--- src/acau_params.svh ---
// Constants for the accumulator carry and aux address datapath.
// Assumes inclusion by the datapath package users only.
`ifndef ACAU_PARAMS_SVH
`define ACAU_PARAMS_SVH
`define ACAU_ACC_MSB 31
`define ACAU_ACC_RESET 32'h0000_0000
`define ACAU_AUX_RESET 16'h0000
`define ACAU_SAT_POS 32'h7FFF_FFFF
`define ACAU_SAT_NEG 32'h8000_0000
`define ACAU_STATUS_CARRY_BIT 9
`define ACAU_STATUS_OVM_BIT 11
`endif

--- src/acau_pkg.sv ---
// Types for the accumulator carry and aux address datapath.
// Assumes no surroundings beyond the including modules.
package acau_pkg;
  typedef enum logic [4:0] {
    ACAU_OP_NOP, ACAU_OP_ADD, ACAU_OP_SUB, ACAU_OP_ADD_HIGH_HALF_OP, ACAU_OP_SUB_HIGH_HALF_OP,
    ACAU_OP_ADD_WITH_CARRY_OP, ACAU_OP_SUB_WITH_BORROW_OP, ACAU_OP_ABS, ACAU_OP_NEG, ACAU_OP_SUBC,
    ACAU_OP_ROL, ACAU_OP_ROR, ACAU_OP_SFL, ACAU_OP_SFR, ACAU_OP_MSB_ALIGN_OP,
    ACAU_OP_LDST, ACAU_OP_CLRC, ACAU_OP_SETC, ACAU_OP_LOAD, ACAU_OP_MAC
  } acau_op_t;
  typedef enum logic [1:0] {ACAU_AM_NONE, ACAU_AM_INC, ACAU_AM_DEC, ACAU_AM_IDX} acau_am_t;
  typedef enum logic {ACAU_ST_IDLE, ACAU_ST_REPEAT} acau_state_t;
endpackage : acau_pkg

--- src/acau_core.sv ---
// Accumulator, carry flag, normalize and aux address datapath.
// Assumes a sequencer presents one op per CORE_CLK cycle.
//
// Behaviour
// - Add carrying out of bit 31 sets carry.
// - Add with no carry out of bit 31 clears carry.
// - High-half add may only set carry.
// - Every accumulator arithmetic op updates carry.
// - Rotates and shifts load carry with the bit moved out.
// - Status load, clear-carry and set-carry write carry directly.
// - Saturation mode replaces overflow by limit; else wrapped result stored.
// - All arithmetic is two's-complement fixed point.
// - Normalize shifts one bit left when the accumulator is nonzero and its top two bits agree, and decrements selected aux register.
// - Aux unit increments, decrements or indexes in the same cycle.
// - Repeated MAC takes data and program operands in one cycle.
// - Each MAC cycle accumulates, multiplies, steps row, indexes column.
// - Subtract borrow out of bit 31 clears carry, else sets it.
// - High-half subtract may only clear carry.
`timescale 1ns/10ps
`include "acau_params.svh"
module acau_core
  import acau_pkg::*;
(
  input wire logic CORE_CLK,
  input wire logic RESET_N,
  input wire acau_op_t OP,
  input wire logic [31:0] OPERAND,
  input wire logic [15:0] STATUS_IN,
  input wire acau_am_t AUX_MODE,
  input wire logic [2:0] AUX_SEL,
  input wire logic [15:0] AUX_LOAD_VALUE,
  input wire logic AUX_LOAD,
  input wire logic [15:0] DATA_BUS_IN,
  input wire logic [15:0] PROG_BUS_IN,
  input wire logic [15:0] PROG_START,
  input wire logic [7:0] REPEAT_COUNT,
  output logic [31:0] ACC,
  output logic CARRY,
  output logic OVERFLOW_SATURATE_MODE,
  output logic [31:0] PRODUCT,
  output logic [15:0] AUX_ADDR,
  output logic [15:0] PROG_ADDR,
  output logic MAC_BUSY
);
  // ****************************************
  // Reset synchroniser
  // ****************************************
  logic rst_meta_ff;
  logic rst_sync_ff;
  // Two-stage release of reset
  always_ff @(posedge CORE_CLK or negedge RESET_N) begin
    if (!RESET_N) begin
      rst_meta_ff <= 1'b0;
      rst_sync_ff <= 1'b0;
    end else begin
      rst_meta_ff <= 1'b1;
      rst_sync_ff <= rst_meta_ff;
    end
  end
  wire rst_n = rst_sync_ff;

  // ****************************************
  // State
  // ****************************************
  logic [31:0] acc_ff;
  logic carry_ff;
  logic ovm_ff;
  logic [31:0] prod_ff;
  logic [15:0] aux_ff [0:7];
  logic [15:0] idx_ff;
  logic [15:0] pc_ff;
  logic [7:0] rpt_ff;
  acau_state_t state_ff;

  // ****************************************
  // Arithmetic decode
  // ****************************************
  // Adder operand selection, carry-in and direction
  wire is_mac_step = (state_ff == ACAU_ST_REPEAT);
  wire [31:0] add_b = is_mac_step ? prod_ff : OPERAND;
  wire cin = (OP == ACAU_OP_ADD_WITH_CARRY_OP) ? carry_ff : ((OP == ACAU_OP_SUB_WITH_BORROW_OP) ? carry_ff : 1'b1);
  wire [32:0] sum_w = {1'b0, acc_ff} + {1'b0, add_b} + {32'h0000_0000, (OP == ACAU_OP_ADD_WITH_CARRY_OP) && carry_ff};
  wire [32:0] dif_w = {1'b0, acc_ff} + {1'b0, ~OPERAND} + {32'h0000_0000, cin};
  wire [32:0] neg_w = {1'b0, ~acc_ff} + 33'h0_0000_0001;
  wire add_ovf = (acc_ff[31] == add_b[31]) && (sum_w[31] != acc_ff[31]);
  wire sub_ovf = (acc_ff[31] != OPERAND[31]) && (dif_w[31] != acc_ff[31]);
  wire neg_ovf = (acc_ff == `ACAU_SAT_NEG);
  wire subc_pos = !dif_w[31];
  wire [31:0] subc_res = subc_pos ? {dif_w[30:0], 1'b1} : {acc_ff[30:0], 1'b0};

  // Saturation value from the sign of the true result
  function automatic logic [31:0] acau_sat(input logic [31:0] wrapped, input logic ovf, input logic overflow_saturate_mode);
    if (ovf && overflow_saturate_mode) begin
      acau_sat = wrapped[31] ? `ACAU_SAT_POS : `ACAU_SAT_NEG;
    end else begin
      acau_sat = wrapped;
    end
  endfunction : acau_sat

  // normalize when the accumulator is nonzero and the two top bits agree
  wire msb_align_op_go = (acc_ff != 32'h0000_0000) && (acc_ff[31] == acc_ff[30]);

  // Accumulator next value
  logic [31:0] nxt_acc;
  always_comb begin
    nxt_acc = acc_ff;
    case (OP)
      ACAU_OP_LOAD: nxt_acc = OPERAND;
      ACAU_OP_ADD, ACAU_OP_ADD_HIGH_HALF_OP, ACAU_OP_ADD_WITH_CARRY_OP: nxt_acc = acau_sat(sum_w[31:0], add_ovf, ovm_ff);
      ACAU_OP_SUB, ACAU_OP_SUB_HIGH_HALF_OP, ACAU_OP_SUB_WITH_BORROW_OP: nxt_acc = acau_sat(dif_w[31:0], sub_ovf, ovm_ff);
      ACAU_OP_SUBC: nxt_acc = subc_res;
      ACAU_OP_ABS: nxt_acc = acc_ff[31] ? acau_sat(neg_w[31:0], neg_ovf, ovm_ff) : acc_ff;
      ACAU_OP_NEG: nxt_acc = acau_sat(neg_w[31:0], neg_ovf, ovm_ff);
      ACAU_OP_ROL: nxt_acc = {acc_ff[30:0], carry_ff};
      ACAU_OP_ROR: nxt_acc = {carry_ff, acc_ff[31:1]};
      ACAU_OP_SFL: nxt_acc = {acc_ff[30:0], 1'b0};
      ACAU_OP_SFR: nxt_acc = {acc_ff[31], acc_ff[31:1]};
      ACAU_OP_MSB_ALIGN_OP: nxt_acc = msb_align_op_go ? {acc_ff[30:0], 1'b0} : acc_ff;
      default: nxt_acc = acc_ff;
    endcase
    if (is_mac_step) begin
      nxt_acc = acau_sat(sum_w[31:0], add_ovf, ovm_ff);
    end
  end

  // Carry next value
  logic nxt_carry;
  always_comb begin
    nxt_carry = carry_ff;
    case (OP)
      ACAU_OP_ADD, ACAU_OP_ADD_WITH_CARRY_OP: nxt_carry = sum_w[32];
      ACAU_OP_ADD_HIGH_HALF_OP: nxt_carry = carry_ff | sum_w[32];
      ACAU_OP_SUB, ACAU_OP_SUB_WITH_BORROW_OP, ACAU_OP_SUBC: nxt_carry = dif_w[32];
      ACAU_OP_SUB_HIGH_HALF_OP: nxt_carry = carry_ff & dif_w[32];
      ACAU_OP_NEG: nxt_carry = neg_w[32];
      ACAU_OP_ABS: nxt_carry = acc_ff[31] ? neg_w[32] : 1'b0;
      ACAU_OP_ROL, ACAU_OP_SFL: nxt_carry = acc_ff[31];
      ACAU_OP_ROR, ACAU_OP_SFR: nxt_carry = acc_ff[0];
      ACAU_OP_LDST: nxt_carry = STATUS_IN[`ACAU_STATUS_CARRY_BIT];
      ACAU_OP_CLRC: nxt_carry = 1'b0;
      ACAU_OP_SETC: nxt_carry = 1'b1;
      default: nxt_carry = carry_ff;
    endcase
    if (is_mac_step) begin
      nxt_carry = sum_w[32];
    end
  end

  // ****************************************
  // Aux address unit
  // ****************************************
  // step selected register in parallel
  function automatic logic [15:0] acau_step(input logic [15:0] a, input acau_am_t m, input logic [15:0] idx);
    case (m)
      ACAU_AM_INC: acau_step = a + 16'h0001;
      ACAU_AM_DEC: acau_step = a - 16'h0001;
      ACAU_AM_IDX: acau_step = a + idx;
      default: acau_step = a;
    endcase
  endfunction : acau_step

  wire [15:0] aux_cur = aux_ff[AUX_SEL];
  wire msb_align_op_adj = (OP == ACAU_OP_MSB_ALIGN_OP) && msb_align_op_go;
  wire mac_start = (OP == ACAU_OP_MAC) && !is_mac_step && (REPEAT_COUNT != 8'h00);
  wire [15:0] aux_msb_align_op = aux_cur - 16'h0001;
  wire [15:0] aux_next = msb_align_op_adj ? aux_msb_align_op : acau_step(aux_cur, is_mac_step ? ACAU_AM_IDX : AUX_MODE, idx_ff);
  wire [31:0] prod_next = 32'(signed'(DATA_BUS_IN) * signed'(PROG_BUS_IN));

  // ****************************************
  // Registers
  // ****************************************
  // Accumulator, carry and mode
  always_ff @(posedge CORE_CLK or negedge rst_n) begin
    if (!rst_n) begin
      acc_ff <= `ACAU_ACC_RESET;
      carry_ff <= 1'b0;
      ovm_ff <= 1'b0;
    end else begin
      acc_ff <= nxt_acc;
      carry_ff <= nxt_carry;
      if (OP == ACAU_OP_LDST) begin
        ovm_ff <= STATUS_IN[`ACAU_STATUS_OVM_BIT];
      end
    end
  end

  // Aux registers, index register in slot zero
  genvar gi;
  generate
    for (gi = 0; gi < 8; gi++) begin : g_aux
      always_ff @(posedge CORE_CLK or negedge rst_n) begin
        if (!rst_n) begin
          aux_ff[gi] <= `ACAU_AUX_RESET;
        end else if (AUX_LOAD && (AUX_SEL == gi)) begin
          aux_ff[gi] <= AUX_LOAD_VALUE;
        end else if (AUX_SEL == gi) begin
          aux_ff[gi] <= aux_next;
        end
      end
    end
  endgenerate
  assign idx_ff = aux_ff[0];

  // Repeated MAC sequencer
  always_ff @(posedge CORE_CLK or negedge rst_n) begin
    if (!rst_n) begin
      state_ff <= ACAU_ST_IDLE;
      rpt_ff <= 8'h00;
      pc_ff <= 16'h0000;
      prod_ff <= 32'h0000_0000;
    end else begin
      case (state_ff)
        ACAU_ST_IDLE: begin
          if (mac_start) begin
            state_ff <= ACAU_ST_REPEAT;
            rpt_ff <= REPEAT_COUNT - 8'h01;
            pc_ff <= PROG_START;
          end
        end
        ACAU_ST_REPEAT: begin
          prod_ff <= prod_next;
          pc_ff <= pc_ff + 16'h0001;
          if (rpt_ff == 8'h00) begin
            state_ff <= ACAU_ST_IDLE;
          end else begin
            rpt_ff <= rpt_ff - 8'h01;
          end
        end
        default: state_ff <= ACAU_ST_IDLE;
      endcase
    end
  end

  // Output flops
  always_ff @(posedge CORE_CLK or negedge rst_n) begin
    if (!rst_n) begin
      ACC <= `ACAU_ACC_RESET;
      CARRY <= 1'b0;
      OVERFLOW_SATURATE_MODE <= 1'b0;
      PRODUCT <= 32'h0000_0000;
      AUX_ADDR <= 16'h0000;
      PROG_ADDR <= 16'h0000;
      MAC_BUSY <= 1'b0;
    end else begin
      ACC <= nxt_acc;
      CARRY <= nxt_carry;
      OVERFLOW_SATURATE_MODE <= (OP == ACAU_OP_LDST) ? STATUS_IN[`ACAU_STATUS_OVM_BIT] : ovm_ff;
      PRODUCT <= is_mac_step ? prod_next : prod_ff;
      AUX_ADDR <= aux_next;
      PROG_ADDR <= mac_start ? PROG_START : (is_mac_step ? pc_ff + 16'h0001 : pc_ff);
      MAC_BUSY <= mac_start || (is_mac_step && (rpt_ff != 8'h00));
    end
  end
endmodule : acau_core

--- config.mk ---
export PLATFORM = sky130hd
export DESIGN_NAME = acau_core
export DESIGN_NICKNAME = d
export VERILOG_FILES = /design/src/acau_pkg.sv /design/src/acau_core.sv
export VERILOG_INCLUDE_DIRS = /design/src /design/src/src
export SDC_FILE = /design/constraint.sdc
export NUM_CORES = 2
export LEC_CHECK = 0
export BUFFER_PORTS_ARGS = -buffer_cell sky130_fd_sc_hd__buf_2
export CORE_ASPECT_RATIO = 0.75
export CORE_UTILIZATION = 30
export DETAILED_ROUTE_END_ITERATION = 16
export HOLD_SLACK_MARGIN = 0.08
export SETUP_SLACK_MARGIN = 0.4
export SLEW_MARGIN = 20
export SYNTH_ARGS = -nofsm -noshare
export SYNTH_HDL_FRONTEND = slang
export SYNTH_SLANG_ARGS = --single-unit
--- constraint.sdc ---
create_clock -name CORE_CLK -period 7 [get_ports CORE_CLK]
set_input_delay 2.1 -clock CORE_CLK [delete_from_list [all_inputs] [get_ports CORE_CLK]]
set_output_delay 2.1 -clock CORE_CLK [all_outputs]
set_load 0.05 [all_outputs]
==> flow_summary_export.csv <==
group,metric,value,unit
run_status,outcome,"complete, but fails checks",
run_status,violations,"design-rule violations, negative setup slack",
worst_setup_path,crit_end,"PRODUCT[30]",
timing,rsz0062_at_grt,"true",
synthesis,synth_top_area_share,0.2258,
synthesis,ys_top_cells_by_count,"nand2_1 (442), inv_1 (362), o21ai_0 (334)",
synthesis,synth_top_area_cell,"dfrtp_1",
worst_setup_path,rr_endpoint,"ACC[27]",
synthesis,syn_avg_cell_area,8.667,um2
synthesis,synthArstFlopShare,1.000,
die,die_h,267.3,um
synthesis,synth_seq_area_share,0.2258,
synthesis,synth-edff-count,0,
global_routing,track_usage,0.1855,
timing,hold_slack,352.5,ps
synthesis,syn-cell-area,28150,um2
die,die_w,355.7,um
global_routing,grt_pass1_wl,140000,um
timing,finalHoldViolations,0,
die,coreArea,92250,um2
die,ios,232,
worst_setup_path,crit_arrival,7830,ps
clock_tree,cts_buffers,29,
die,rows,96,
synthesis,yosys.cell_types.count,81,
global_routing,grt_max_degree,142,
timing,tightest_slew,1156,ps
route,top_layer,"met5",
synthesis,ys_top_cells_by_area,"dfrtp_1 (23%), fa_1 (19%), ha_1 (7.3%)",
synthesis,yosysMostFrequentCell,"nand2_1",
place,io_buffers,217,
clock_tree,clkTransAtPathRegs,70,ps
route,wl_met1,41000,um
synthesis,postSynthCellCount,3248,
cells_and_area,fillerInstances,9539,
worst_hold_path,holdCritPathClass,"flip-flop to flip-flop",
worst_hold_path,worstHoldStart,"rst_meta_ff",
synthesis,ys_warn_count,0,
place,place_congestion,0.8960,
timing,timing.final.ws_setup,-328.3,ps
route,vias,24372,
worst_setup_path,cp_max_fo,4,
worst_setup_path,startpoint_type,"primary input",
timing,fmax,136.5,MHz
synthesis,synth_fp_nets,3813,
route,drc,14,
die,initial_utilization,0.3052,
worst_setup_path,timing.rr.start,"is_mac_step",
worst_setup_path,rrSetupSlack,1670,ps
clock_tree,clkLatencyLatePin,620,ps
cells_and_area,post-route-util,0.3631,
route,wl_per_cell,18.09,um
route,routed-wl-met3,6464,um
route,drt-total-wl,86690,um
global_routing,grt_pass1_vias,24733,
route,wl_met2,37670,um
route,viasPerCell,5.085,
worst_setup_path,r2r_cells,16,
timing,final_max_slew_viol_count,0,
worst_setup_path,crit_path_end_kind,"flip-flop",
route,firstDrtPassIters,11,
timing,post-route-period-util,1.047,
synthesis,synth.ff_latch_count,254,
route,drt.antenna.violating_nets,0,
worst_setup_path,cp.required,7500,ps
clock_tree,htree_levels,1,
die,die_area,95080,um2
route,drt-initial-drc-count,1856,
timing,finClkSkew,26.70,ps
timing,max_slew_margin,0.2283,
timing,finalSetupViolCount,11,
place,place_hpwl,67530,um
global_routing,antenna_found_initial,9,
run,cap_violations,0,
synthesis,synthFlopType,"dfrtp_1",
cells_and_area,syn2layout_area_growth,18.99,%
clock_tree,cts_sinks,254,
cells_and_area,diodes,0,
cells_and_area,num-nets-final,4110,
clock_tree,cts_tree,"yes",
worst_setup_path,cp-startpoint,"DATA_BUS_IN[7]",
clock_tree,clockBufferDepth,3,
timing,fin_crit,7328,ps
clock_tree,cts_root_buf,"clkbuf_16",
cells_and_area,drive_above_1_share,0.1920,
global_routing,grt_overflow,0,
worst_setup_path,crit_type,"primary input to flip-flop",
kinds of logic (layout without fill, tap and decap cells):
group / Yosys count / count (layout) / share of synthesized area
and+or+nand+nor: 947 / 947 / 0.1588
AOI/OAI and AO/OA: 820 / 820 / 0.1799
buffers and inverters: 541 / 861 / 0.07307
adders and majority gates: 432 / 432 / 0.2632
DFF: 254 / 254 / 0.2258
xor gates and xnor gates: 151 / 151 / 0.04698
muxes: 102 / 102 / 0.05213
other: 1 / 1 / 0.0001332
flip-flops by register name, summed over array words and instances, names as in the netlist:
name and count:
ACC 32, AUX_ADDR 16, CARRY 1, MAC_BUSY 1, OVERFLOW_SATURATE_MODE 1, PRODUCT 32, PROG_ADDR 16, aux_ff 112
idx_ff 16, is_mac_step 1, pc_ff 16, rpt_ff 8, rst_meta_ff 1, rst_n 1
how the worst min path moves through the flow:
stage,endpoint,slack [ps],cells past startpoint
6_report,rst_n,350,0
5_1_grt,rst_n,370,0
4_1_cts,rst_n,360,0
3_5_place_dp,rst_n,340,0
3_3_place_gp,rst_n,330,0
2_1_floorplan,rst_n,330,0
placed cells by master (no fill, tap or decap), types with 46 or more instances in the layout:
master,count
nor2_1,121
a21oi_1,151
nand2_1,435
xnor2_1,98
dfrtp_1,252
buf_2,205
and2_1,121
o21ai_0,327
nor3_1,55
inv_1,353
ha_1,151
o211ai_1,49
fa_1,260
xor2_1,46
a21o_1,51
buf_4,207
stage by stage:
step | cells | setup WS (ps) | TNS, ps | instance area (um2)
floorplan | 3248 | -513.0 | -3210 | 28470
global placement | 4720 | -1078 | -12880 | 31990
detailed placement | 4720 | -1108 | -13220 | 32000
CTS | 4783 | -361.4 | -2010 | 33230
global route | 4793 | -510.9 | -4484 | 33500
finish | 4793 | -328.3 | -2234 | 33500
area by class of cell:
class | instances | area, um2 | share of cell area
Inverter | 363 | 1365 | 0.04075
Sequential cell | 254 | 6364 | 0.1900
Clock buffer | 35 | 768.2 | 0.02293
Multi-Input combinational cell | 2453 | 20290 | 0.6056
Timing Repair Buffer | 444 | 3002 | 0.08961
Clock inverter | 19 | 178.9 | 0.005341
Tap cell | 1225 | 1533 | 0.04576
critical path, cell delays in order:
cell,delay [ps]
buf_8,110
and2_4,150
fa_1,500
fa_1,550
ha_2,170
inv_2,30
fa_1,490
inv_2,40
fa_1,540
inv_1,50
fa_1,500
inv_2,50
ha_4,230
a2111oi_4,330
o21ai_1,130
a211o_1,310
o31a_1,300
a22oi_2,280
o22ai_2,160
o221a_4,250
nand3_2,80
nand3_2,70
xor2_1,140
mux2_2,250
routing by layer:
metal,GRT usage,vias to the layer above
li1,-,11617
met3,0.03659,93
met4,0.03041,8
met5,0,-
met2,0.2878,657
met1,0.2687,11997
what timing repair did:
| action | in CTS | in global routing |
|---|---|---|
| buffers inserted | 9 | 10 |
| pin swaps | 38 | 22 |
| hold buffers | 0 | 0 |
| setup endpoints to repair | 17 | 20 |
| gates resized for setup | 57 | 44 |
Power is not shown: default switching activity piles up to over one toggle a cycle in this logic, so the estimate is an artifact.
